--- src/rtl/hbd_params.svh ---
// Constants of the host bus and DMA port: addresses, directions, reset values.
// Assumes inclusion from the package, the port module or the bench only.
`ifndef HBD_PARAMS_SVH
`define HBD_PARAMS_SVH

// Address of the 16-bit DMA buffer register
`define HBD_DMA_BUF_ADDR 7'h40
// Direction bit value meaning device to host
`define HBD_DIR_TO_HOST 1'b1
// Byte order select value putting the first byte on bits 15:8
`define HBD_ORDER_FIRST_HIGH 1'b1
// Reset level of idle active-low pins, then zero byte, word and address values
`define HBD_PIN_IDLE_N 1'b1
`define HBD_BYTE_ZERO 8'h00
`define HBD_WORD_ZERO 16'h0000
`define HBD_ADDR_ZERO 7'h00

`endif

--- src/rtl/hbd_pkg.sv ---
// Types of the host bus and DMA port: pin bundle, access and word carriers, states.
// Assumes the constants header sits beside it.
`include "hbd_params.svh"

package hbd_pkg;

  // Host pins sampled together through one synchroniser
  typedef struct packed {
    logic [6:0] addr;
    logic [15:0] data;
    logic chipSelectN;
    logic dataStrobeN;
    logic readWriteN;
    logic byteOrderSelect;
    logic testOutputEnable;
    logic dmaAcknowledgeN;
    logic portServiceAcknowledgeN;
    logic daisyGrantN;
  } hbd_pins_s;

  // One register access handed to the core
  typedef struct packed {
    logic write;
    logic read;
    logic service_acknowledge_n;
    logic dma_buffer_register;
    logic [6:0] addr;
    logic [15:0] word;
  } hbd_access_s;

  // One DMA word in parallel-port order
  typedef struct packed {
    logic valid;
    logic [7:0] first;
    logic [7:0] second;
  } hbd_dma_s;

  typedef enum logic [2:0] {
    ST_IDLE,
    ST_ACCESS,
    ST_LATCH,
    ST_ACK,
    ST_RELEASE
  } hbd_state_e;

endpackage

--- src/rtl/hbd_host_port.sv ---
// Host bus interface and slave DMA handshake of a parallel port controller.
// Assumes the core answers a read strobe with regReadData on the next edge.
`timescale 1ns/1ps
`include "hbd_params.svh"

// Overview of operation
// - Byte order select high puts first byte on 15:8, low on 7:0.
// - Byte ordering applies only to DMA words and DMA buffer writes.
// - Output a half-rate clock at half the frequency of the internal operating clock.
// - Register cycle starts only with strobe low and either chip select low or service grant and acknowledge low.
// - Address with select or service grant and strobe picks one register.
// - Ordinary register writes store only data bits 7:0.
// - DMA and DMA buffer writes move all sixteen bits at once.
// - Register reads drive the byte on both halves of the bus.
// - Strobe latches write data or enables read data in a cycle.
// - Strobe and read/write are ignored during DMA transfers.
// - Acknowledge is asserted once the requested operation is complete.
// - Acknowledge ends by driving high, then releasing to high impedance.
// - Acknowledge is never asserted during DMA cycles.
// - Test output enable low holds every driving pin tristate.
// - Reset returns all registers and transfers to default state.
// - With DMA enabled, request goes low when the FIFO wants it.
// - Stopping DMA drops the request at the acknowledge falling edge.
// - DMA acknowledge is the only handshake during a DMA transfer.
// - DMA direction follows the internal direction control bit.
// - Service acknowledge needs daisy grant, strobe and port service acknowledge.
module hbd_host_port (
  // Clock and reset
  input wire logic clock,
  input wire logic resetn,
  // Host bus pins
  input wire logic [6:0] hostAddress,
  input wire logic [15:0] hostDataIn,
  output logic [15:0] hostDataOut,
  output logic hostDataOe,
  input wire logic chipSelectN,
  input wire logic dataStrobeN,
  input wire logic readWriteN,
  input wire logic byteOrderSelect,
  input wire logic testOutputEnable,
  output logic transferAckOut,
  output logic transferAckOe,
  output logic clockHalf,
  output logic clockHalfOe,
  // DMA and service pins
  output logic dmaRequestOut,
  output logic dmaRequestOe,
  input wire logic dmaAcknowledgeN,
  input wire logic portServiceAcknowledgeN,
  input wire logic daisyGrantN,
  // Core register side
  output hbd_pkg::hbd_access_s access,
  input wire logic [7:0] regReadData,
  // Core DMA side
  input wire logic dmaEnableBit,
  input wire logic dmaDirectionBit,
  input wire logic fifoWantsDma,
  input wire logic dmaStopAfter,
  input wire logic [7:0] dmaFirstByte,
  input wire logic [7:0] dmaSecondByte,
  output hbd_pkg::hbd_dma_s dmaWord,
  output logic dmaWordTaken
);

  // First byte on 15:8 when order is high
  function automatic logic [15:0] orderWord(input logic order, input logic [7:0] first,
                                           input logic [7:0] second);
    orderWord = (order == `HBD_ORDER_FIRST_HIGH) ? {first, second} : {second, first};
  endfunction

  hbd_pkg::hbd_pins_s pinsMeta_reg, pins_reg;
  hbd_pkg::hbd_pins_s pinsIn;
  hbd_pkg::hbd_state_e state_reg, state_next;
  hbd_pkg::hbd_access_s access_reg, access_next;
  hbd_pkg::hbd_dma_s dmaWord_reg, dmaWord_next;
  logic dmaAckPrev_reg, dmaStopped_reg, dmaStopped_next;
  logic [15:0] dmaCapture_reg;
  logic [15:0] dataOut_reg, dataOut_next;
  logic dataOe_reg, dataOe_next;
  logic ackOut_reg, ackOut_next, ackOe_reg, ackOe_next;
  logic reqOut_reg, reqOut_next, reqOe_reg;
  logic half_reg, halfOe_reg, taken_reg;
  logic readCycle_reg, readCycle_next;

  assign pinsIn = '{addr: hostAddress, data: hostDataIn, chipSelectN: chipSelectN,
                    dataStrobeN: dataStrobeN, readWriteN: readWriteN,
                    byteOrderSelect: byteOrderSelect, testOutputEnable: testOutputEnable,
                    dmaAcknowledgeN: dmaAcknowledgeN,
                    portServiceAcknowledgeN: portServiceAcknowledgeN,
                    daisyGrantN: daisyGrantN};

  // Two-stage synchroniser on every pin input
  always_ff @(posedge clock or negedge resetn) begin
    if (!resetn) begin
      pinsMeta_reg <= '1;
      pins_reg <= '1;
    end else begin
      pinsMeta_reg <= pinsIn;
      pins_reg <= pinsMeta_reg;
    end
  end

  // Decoding of the synchronised pins
  wire dmaActive = !pins_reg.dmaAcknowledgeN;
  wire dmaAckFall = dmaActive && dmaAckPrev_reg;
  wire dmaAckRise = !dmaActive && !dmaAckPrev_reg;
  wire toHost = (dmaDirectionBit == `HBD_DIR_TO_HOST);
  wire test_output_enable = pins_reg.testOutputEnable;
  wire strobe = !pins_reg.dataStrobeN;
  // Select ignored while DMA runs, so a stray strobe cannot start a cycle
  wire ioSelect = !dmaActive && strobe && !pins_reg.chipSelectN;
  wire svcSelect = !dmaActive && strobe && !pins_reg.daisyGrantN &&
                   !pins_reg.portServiceAcknowledgeN;
  wire isDmaBuf = (pins_reg.addr == `HBD_DMA_BUF_ADDR);
  wire isRead = ioSelect && pins_reg.readWriteN;
  wire [15:0] busWrite = isDmaBuf ? pins_reg.data : {`HBD_BYTE_ZERO, pins_reg.data[7:0]};
  wire [15:0] dmaBusOut = orderWord(pins_reg.byteOrderSelect, dmaFirstByte,
                                    dmaSecondByte);
  wire order = pins_reg.byteOrderSelect;
  wire [7:0] rxFirst = (order == `HBD_ORDER_FIRST_HIGH) ? dmaCapture_reg[15:8]
                                                       : dmaCapture_reg[7:0];
  wire [7:0] rxSecond = (order == `HBD_ORDER_FIRST_HIGH) ? dmaCapture_reg[7:0]
                                                        : dmaCapture_reg[15:8];

  // Register cycle sequencing
  always_comb begin
    state_next = state_reg;
    access_next = '0;
    access_next.addr = pins_reg.addr;
    readCycle_next = readCycle_reg;
    ackOut_next = ackOut_reg;
    ackOe_next = ackOe_reg;
    dataOut_next = dataOut_reg;
    dataOe_next = 1'b0;
    case (state_reg)
      hbd_pkg::ST_IDLE: begin
        ackOe_next = 1'b0;
        ackOut_next = `HBD_PIN_IDLE_N;
        if (ioSelect || svcSelect) begin
          state_next = hbd_pkg::ST_ACCESS;
        end
      end
      hbd_pkg::ST_ACCESS: begin
        readCycle_next = isRead || svcSelect;
        if (svcSelect) begin
          access_next.service_acknowledge_n = 1'b1;
        end else if (isRead) begin
          access_next.read = 1'b1;
        end else if (ioSelect) begin
          access_next.write = 1'b1;
          access_next.dma_buffer_register = isDmaBuf;
          access_next.word = isDmaBuf ? orderWord(order, busWrite[15:8],
                                                  busWrite[7:0]) : busWrite;
        end
        state_next = (ioSelect || svcSelect) ? hbd_pkg::ST_LATCH : hbd_pkg::ST_IDLE;
      end
      hbd_pkg::ST_LATCH: begin
        dataOut_next = {regReadData, regReadData};
        state_next = hbd_pkg::ST_ACK;
      end
      hbd_pkg::ST_ACK: begin
        dataOe_next = readCycle_reg && strobe;
        ackOut_next = 1'b0;
        ackOe_next = 1'b1;
        if (!strobe) begin
          ackOut_next = `HBD_PIN_IDLE_N;
          state_next = hbd_pkg::ST_RELEASE;
        end
      end
      hbd_pkg::ST_RELEASE: begin
        ackOe_next = 1'b0;
        state_next = hbd_pkg::ST_IDLE;
      end
      default: begin
        state_next = hbd_pkg::ST_IDLE;
      end
    endcase
    if (dmaActive) begin
      dataOut_next = dmaBusOut;
      dataOe_next = toHost;
    end
  end

  // DMA word handling and request
  always_comb begin
    dmaWord_next = '0;
    dmaStopped_next = dmaStopped_reg;
    if (dmaAckRise && !toHost) begin
      dmaWord_next = '{valid: 1'b1, first: rxFirst, second: rxSecond};
    end
    if (dmaAckFall && dmaStopAfter) begin
      dmaStopped_next = 1'b1;
    end else if (!dmaActive && !dmaAckFall) begin
      dmaStopped_next = 1'b0;
    end
    reqOut_next = !(dmaEnableBit && fifoWantsDma && !dmaStopped_next);
  end

  always_ff @(posedge clock or negedge resetn) begin
    if (!resetn) begin
      state_reg <= hbd_pkg::ST_IDLE;
      access_reg <= '0;
      readCycle_reg <= 1'b0;
      dataOut_reg <= `HBD_WORD_ZERO;
      dataOe_reg <= 1'b0;
      ackOut_reg <= `HBD_PIN_IDLE_N;
      ackOe_reg <= 1'b0;
      dmaWord_reg <= '0;
      dmaCapture_reg <= `HBD_WORD_ZERO;
      dmaAckPrev_reg <= 1'b1;
      dmaStopped_reg <= 1'b0;
      reqOut_reg <= `HBD_PIN_IDLE_N;
      reqOe_reg <= 1'b0;
      taken_reg <= 1'b0;
    end else begin
      state_reg <= state_next;
      access_reg <= access_next;
      readCycle_reg <= readCycle_next;
      dataOut_reg <= dataOut_next;
      dataOe_reg <= dataOe_next && test_output_enable;
      ackOut_reg <= ackOut_next || dmaActive;
      ackOe_reg <= ackOe_next && test_output_enable;
      dmaWord_reg <= dmaWord_next;
      dmaCapture_reg <= dmaActive ? pins_reg.data : dmaCapture_reg;
      dmaAckPrev_reg <= !dmaActive;
      dmaStopped_reg <= dmaStopped_next;
      reqOut_reg <= reqOut_next;
      reqOe_reg <= test_output_enable;
      taken_reg <= dmaAckRise && toHost;
    end
  end

  // Half-rate clock; registers on the core side run from the same source
  always_ff @(posedge clock or negedge resetn) begin
    if (!resetn) begin
      half_reg <= 1'b0;
      halfOe_reg <= 1'b0;
    end else begin
      half_reg <= !half_reg;
      halfOe_reg <= test_output_enable;
    end
  end

  assign hostDataOut = dataOut_reg;
  assign hostDataOe = dataOe_reg;
  assign transferAckOut = ackOut_reg;
  assign transferAckOe = ackOe_reg;
  assign clockHalf = half_reg;
  assign clockHalfOe = halfOe_reg;
  assign dmaRequestOut = reqOut_reg;
  assign dmaRequestOe = reqOe_reg;
  assign access = access_reg;
  assign dmaWord = dmaWord_reg;
  assign dmaWordTaken = taken_reg;
endmodule

--- config.mk ---
export PLATFORM = sky130hd
export DESIGN_NAME = hbd_host_port
export DESIGN_NICKNAME = d
export VERILOG_FILES = /design/src/rtl/hbd_pkg.sv /design/src/rtl/hbd_host_port.sv
export VERILOG_INCLUDE_DIRS = /design/src /design/src/rtl
export SDC_FILE = /design/constraint.sdc
export NUM_CORES = 1
export LEC_CHECK = 0
export ABC_AREA = 1
export BUFFER_PORTS_ARGS = -buffer_cell sky130_fd_sc_hd__buf_2
export CORE_MARGIN = 5
export CORE_UTILIZATION = 48
export DETAILED_ROUTE_END_ITERATION = 10
export PLACE_DENSITY = 0.84
export SLEW_MARGIN = 20
export SYNTH_ARGS = -nofsm -noshare
export SYNTH_HDL_FRONTEND = slang
export SYNTH_SLANG_ARGS = --single-unit
--- constraint.sdc ---
create_clock -name clock -period 1.35 [get_ports clock]
set_input_delay 0.405 -clock clock [delete_from_list [all_inputs] [get_ports clock]]
set_output_delay 0.405 -clock clock [all_outputs]
set_load 0.005 [all_outputs]
==> out/metrics.csv, run 1 <==
stage;metric;value;unit
global_route;vias in the first global route;4034;
synth;Mapped Area;5360;um^2
power;Lkg Pwr;3.78;nW
synth;XOR/XNOR Fraction of Synth Area;0;%
setup_path;CP Launch Type;flop;
run_status;status;complete, but fails checks;
place;post-detail-place hpwl;7830;um
synth;sequential area share after synthesis;72.0;%
sta;min cycle time layout;1.55;ns
sta;Slew Viols, Final;0;
synth;number of synthesized flops with an enable pin;0;
die;I/O pin count;129;
synth;#FFs+latches synth;151;
clock_tree;Root Driver;clkbuf_8;
finish;final instance area;7580;um^2
clock_tree;clk buf depth;2;
clock_tree;Worst-path clk slew;0.06;ns
power;Peak VDD IR;766;uV
synth;Synth Area in Compound Gates;9.05;%
setup_path;Cell Chain, Critical Path;buf_2;
power;power per cell area;1470;nW/um^2
finish;FILL cells;732;
finish;max reg flops;31;
place;Cell Area, Placed;6250;um^2
sta;period utilization;115;%
clock_tree;latest clock arrival within the worst-skew pair;0.51;ns
die;Die Width;116;um
synth;most common cell in the netlist;dfrtp_1;
synth;ys async rst share;100;%
routing;TritonRoute pass-1 iters;5;
synth;largest family of logic cells by synthesized area;simple AND/OR/NAND/NOR gates;
setup_path;Crit Path Class;flop to output port;
routing;vias per cell;4.91;
setup_path;Worst setup EP type;output port;
synth;Synth Area in Simple Gates;13.4;%
routing;met2 wire length;6530;um
finish;Final Net Count;720;
routing;Iter 0 DRT Violations;353;
synth;Syn. warnings;0;
sta;Worst Tran Pin Value;0.331;ns
die;Starting Density;49.2;%
run_status;violated checks;setup timing;
synth;Avg Inst Size Synth;11.7;um^2
routing;drt drc;0;
routing;WL met3;931;um
setup_path;critical path's top delay family;flip-flops;
synth;share of the synthesized area in the top cell type;40.1;%
sta;Finish-stage setup viols;99;
synth;adder-cell share of the synthesized area;0;%
global_route;first-pass GRT wire length;19300;um
die;Die ar.;13400;um^2
clock_tree;H-tree depth;4;
sta;RSZ-0062 raised after global routing;true;
die;Die Span Y;116;um
sta;setup slack after layout;-0.197;ns
clock_tree;Num CTS Buffers;17;
setup_path;critical path fanouts, max;2;
sta;Slew HR;77.7;%
synth;Post-Synthesis Cells;460;
global_route;largest net degree at the start of global routing;49;
finish;ANT cells;0;
setup_path;Critical Path AT;1.14;ns
routing;via count;3986;
setup_path;Max stage delay on crit path;0.53;ns
synth;largest area contributor in the netlist;dfrtp_1;
sta;clk_skew;0.00955;ns
synth;most frequent cells after synthesis;86 x dfrtp_1, 71 x nand2_1, 65 x dfstp_2;
setup_path;Worst Path Required;0.95;ns
die;Core Area;10900;um^2
sta;Max Clk Rate;647;MHz
synth;library cells used by synthesis;28;
routing;Routed Antenna Nets;0;
synth;synthesized net count;521;
clock_tree;# clock sinks;151;
hold_path;Tightest Hold Check Type;primary input to flop;
global_route;initial antenna violation count;0;
synth;dominant synthesized flop cell;dfrtp_1;
routing;drt wl/cell;15.3;um
routing;final WL;12500;um
finish;P&R area growth vs syn;41.4;%
synth;Synth area leaders;dfrtp_1 40%, dfstp_2 32%, nand2_1 5.0%;
sta;WHS;0.0801;ns
flow_run;Max Cap Violations;0;
clock_tree;CTS tree;yes;
sta;setup TNS;-5.75;ns
die;Site Rows;38;
setup_path;Buf/Inv on CP;1;
place;dpl ws;-0.0684;ns
sta;final hold violation count;0;
routing;DRT met1 WL;4850;um
place;Final GP Congestion;0.915;
synth;mux share of post-synthesis cell area;0;%
place;number of port buffers;128;
routing;highest metal used;met4;
finish;share of layout cells above drive strength 1;46.7;%
global_route;GRT Total Usage;18.6;%
global_route;GRT Residual Overflow;0;
setup_path;slowest CP cell;dfstp_2;
## power breakdown
part,internal (mW),switching [mW]
Clock,2.71,1.71
Combinational,0.711,0.873
Sequential,4.94,0.193
Total,8.36,2.78
## metrics by stage
step                std cells  util (%)  total power, mW
CTS                       803      67.2             11.1
finish                    812      69.7             11.1
floorplan                 460         -             5.76
detailed placement        725      57.4             6.41
global placement          725      57.4             6.33
global route              812      69.7             11.6
## repair_timing
action                     CTS  global route
setup buffers               12             7
pin swaps                    6            10
gates resized for setup     20            57
hold buffers                32             0
setup endpoints to repair   87           123
cloned                       2             2
hold endpoints to repair    52             0
## final timing paths
path	startpoint	end	slack (ns)	cells after the start
min reg2reg	pinsMeta_reg[22]	pins_reg[22]	0.35	0
max in group asynchronous	resetn	pins_reg[2]	0.48	3
min	dmaEnableBit	dmaRequestOut	0.08	2
max	transferAckOut	transferAckOut	-0.20	1
max reg2reg	pins_reg[2]	access[11]	-0.11	6
min in group asynchronous	resetn	clockHalf	0.32	2
## cells by family after synthesis
family / after synthesis
flip-flops: 151
buffers and inverters: 69
AO/OA/AOI/OAI: 84
AND/OR/NAND/NOR: 156
## cell usage in the layout, fill, tap and decap left out, types with 4 or more instances in the layout
master / instances
dfrtp_1: 86
nand2_2: 8
inv_1: 45
o211ai_1: 9
a211oi_2: 15
nand2_1: 61
buf_12: 5
nand2_4: 4
clkbuf_1: 5
dfstp_2: 65
nand3_1: 16
clkbuf_8: 4
a21oi_1: 16
o21ai_0: 29
nor2_1: 47
inv_4: 4
clkbuf_16: 18
buf_6: 10
nor2_2: 7
o21ai_1: 10
nor2_4: 7
buf_4: 22
dlygate4sd3_1: 32
buf_2: 126
## layout make-up
class / count / area (um^2) / area share, %
flip-flops and latches: 151 / 3860 / 50.9
multi-input cells: 242 / 1420 / 18.8
repair buffers: 196 / 1350 / 17.9
clock buffers: 26 / 499 / 6.58
inverters: 50 / 200 / 2.64
well taps: 140 / 175 / 2.31
clock inverters: 6 / 61.3 / 0.808
repair inverters: 1 / 11.3 / 0.148
## routing by layer
layer	track usage [%]	vias up
li1	-	1870
met1	22.2	1937
met2	32.5	166
met3	5.17	13
met4	6.88	0
met5	0	-
Note: power is estimated with default switching activity, not from simulation.
==> inputs of run 2 (changes only) <==
- SKIP_CTS_REPAIR_TIMING: default -> 1
==> run 2 against run 1 <==
Effect of this change:
- the flow still finishes with violations (setup timing)
- critical path type unchanged
- final cell count shrank 1.2%
- flip-flop and latch count stayed put
- final area shrank 3.3%
- utilization decreased by 2.3 points
- maximum frequency is 0.15% higher
- register-to-register slack better by 0.03 ns
- wire length decreased by 4.2%
==> out/metrics.csv, run 2 (same netlist as run 1, synthesis figures left out) <==
stage;metric;value;unit;change
routing;drt wl/cell;14.9;um;-3.0%
die;Starting Density;49.2;%;unchanged
power;Peak VDD IR;759;uV;-0.91%
power;Sw Ratio;24.7;%;-0.30 points
setup_path;Buf/Inv on CP;1;;unchanged
setup_path;Crit Path Class;flop to output port;;
run_status;status;complete, but fails checks;;
routing;via count;3888;;-2.5%
setup_path;critical path's top delay family;flip-flops;;
clock_tree;clk buf depth;2;;unchanged
global_route;GRT Residual Overflow;0;;unchanged
power;switching power;2.71;mW;-2.3%
routing;highest metal used;met4;;
place;post-detail-place hpwl;7830;um;unchanged
clock_tree;Root Driver;clkbuf_8;;
sta;setup TNS;-4.81;ns;+0.941 ns
die;Core Area;10900;um^2;unchanged
routing;TritonRoute pass-1 iters;5;;unchanged
die;Site Rows;38;;unchanged
sta;clk_skew;0.0113;ns;+0.00176 ns
routing;final WL;11900;um;-4.2%
routing;drt drc;0;;unchanged
finish;max reg flops;31;;unchanged
routing;WL met3;917;um;-1.5%
setup_path;CP Launch Type;flop;;
finish;FILL cells;769;;+5.1%
sta;min cycle time layout;1.54;ns;-0.00228 ns
clock_tree;Num CTS Buffers;17;;unchanged
power;clock share of power;40.2;%;+0.5 points
power;Sequential Power Share;46.6;%;+0.5 points
power;combinational group share of total power;13.2;%;-1.0 points
clock_tree;Worst-path clk slew;0.06;ns;about the same
routing;Iter 0 DRT Violations;336;;-4.8%
sta;Max Clk Rate;647;MHz;+0.15%
global_route;first-pass GRT wire length;18000;um;-7.1%
place;number of port buffers;128;;unchanged
setup_path;Critical Path AT;1.14;ns;about the same
setup_path;Worst setup EP type;output port;;
clock_tree;CTS tree;yes;;
finish;most frequent cells in the layout;125 x buf_2, 86 x dfrtp_1, 66 x nand2_1;;
global_route;largest net degree at the start of global routing;49;;unchanged
die;Die Width;116;um;unchanged
die;Die ar.;13400;um^2;unchanged
sta;Slew Viols, Final;0;;unchanged
die;I/O pin count;129;;unchanged
run_status;violated checks;setup timing;;
global_route;GRT Total Usage;17.2;%;-1.4 points
clock_tree;latest clock arrival within the worst-skew pair;0.51;ns;about the same
power;power per cell area;1500;nW/um^2;+2.3%
hold_path;Tightest Hold Check Type;primary input to flop;;
setup_path;Max stage delay on crit path;0.53;ns;about the same
finish;P&R area growth vs syn;36.7;%;
sta;final hold violation count;0;;unchanged
setup_path;Cell Chain, Critical Path;buf_2;;
clock_tree;# clock sinks;151;;unchanged
setup_path;slowest CP cell;dfstp_2;;
sta;period utilization;114;%;-0.17 points
routing;vias per cell;4.85;;-1.2%
routing;DRT met1 WL;4600;um;-5.1%
global_route;initial antenna violation count;0;;unchanged
sta;Finish-stage setup viols;82;;-17%
finish;Final Net Count;710;;-1.4%
power;Int Pwr;8.29;mW;-0.77%
global_route;vias in the first global route;3831;;-5.0%
sta;WHS;0.0808;ns;+0.000757 ns
sta;Slew HR;73.8;%;-3.9 points
flow_run;Max Cap Violations;0;;unchanged
place;Final GP Congestion;0.915;;unchanged
sta;setup slack after layout;-0.194;ns;+0.00228 ns
sta;Worst Tran Pin Value;0.389;ns;+0.0577 ns
routing;met2 wire length;6240;um;-4.5%
routing;Routed Antenna Nets;0;;unchanged
setup_path;critical path fanouts, max;2;;unchanged
setup_path;Worst Path Required;0.95;ns;about the same
finish;ANT cells;0;;unchanged
finish;most common cell after layout, fill and taps aside;buf_2;;
die;Die Span Y;116;um;unchanged
sta;RSZ-0062 raised after global routing;true;;
power;Lkg Pwr;3.68;nW;-2.5%
finish;share of layout cells above drive strength 1;42.4;%;-4.3 points
clock_tree;H-tree depth;4;;unchanged
[run 2: power groups by stage]
stage,registers (mW),logic (mW),clock network (mW)
2_1_floorplan,5.18,0.578,0
3_3_place_gp,5.18,1.15,0
3_5_place_dp,5.20,1.21,0
4_1_cts,5.13,1.22,4.49
5_1_grt,5.16,1.62,4.72
6_report,5.14,1.45,4.42
[run 2: through the flow]
step	instances	total power, mW	setup WS, ns	area, um^2	utilization, %
floorplan	460	5.76	0.0275	5360	-
global placement	725	6.33	0.0114	6250	57.4
detailed placement	725	6.41	-0.0684	6250	57.4
CTS	757	10.8	-0.220	6810	62.5
global route	802	11.5	-0.236	7330	67.3
finish	802	11.0	-0.194	7330	67.3
[run 2: path summary, 6_finish.rpt]
| check | endpoint | slack [ns] | cells after the start | startpoint |
|---|---|---|---|---|
| max reg2reg | access[8] | -0.08 | 6 | pins_reg[2] |
| max | transferAckOut | -0.19 | 1 | transferAckOut |
| min in group asynchronous | clockHalf | 0.33 | 2 | resetn |
| max in group asynchronous | transferAckOut | 0.48 | 3 | resetn |
| min reg2reg | access_next[17] | 0.35 | 0 | pinsMeta_reg[25] |
| min | dmaRequestOut | 0.08 | 2 | dmaEnableBit |
[run 2: per-layer routing]
layer,GRT usage (%),up-vias
met5,0,-
li1,-,1855
met1,21.0,1854
met3,5.07,20
met4,6.96,0
met2,29.1,159
[run 2: area by class of cell]
type,instances,area [um^2],area share [%]
Clock buffer,26,499,6.81
Clock inverter,6,61.3,0.836
Tap cell,140,175,2.39
Multi-Input combinational cell,242,1300,17.7
Timing Repair Buffer,187,1240,17.0
Sequential cell,151,3860,52.7
Inverter,50,190,2.59
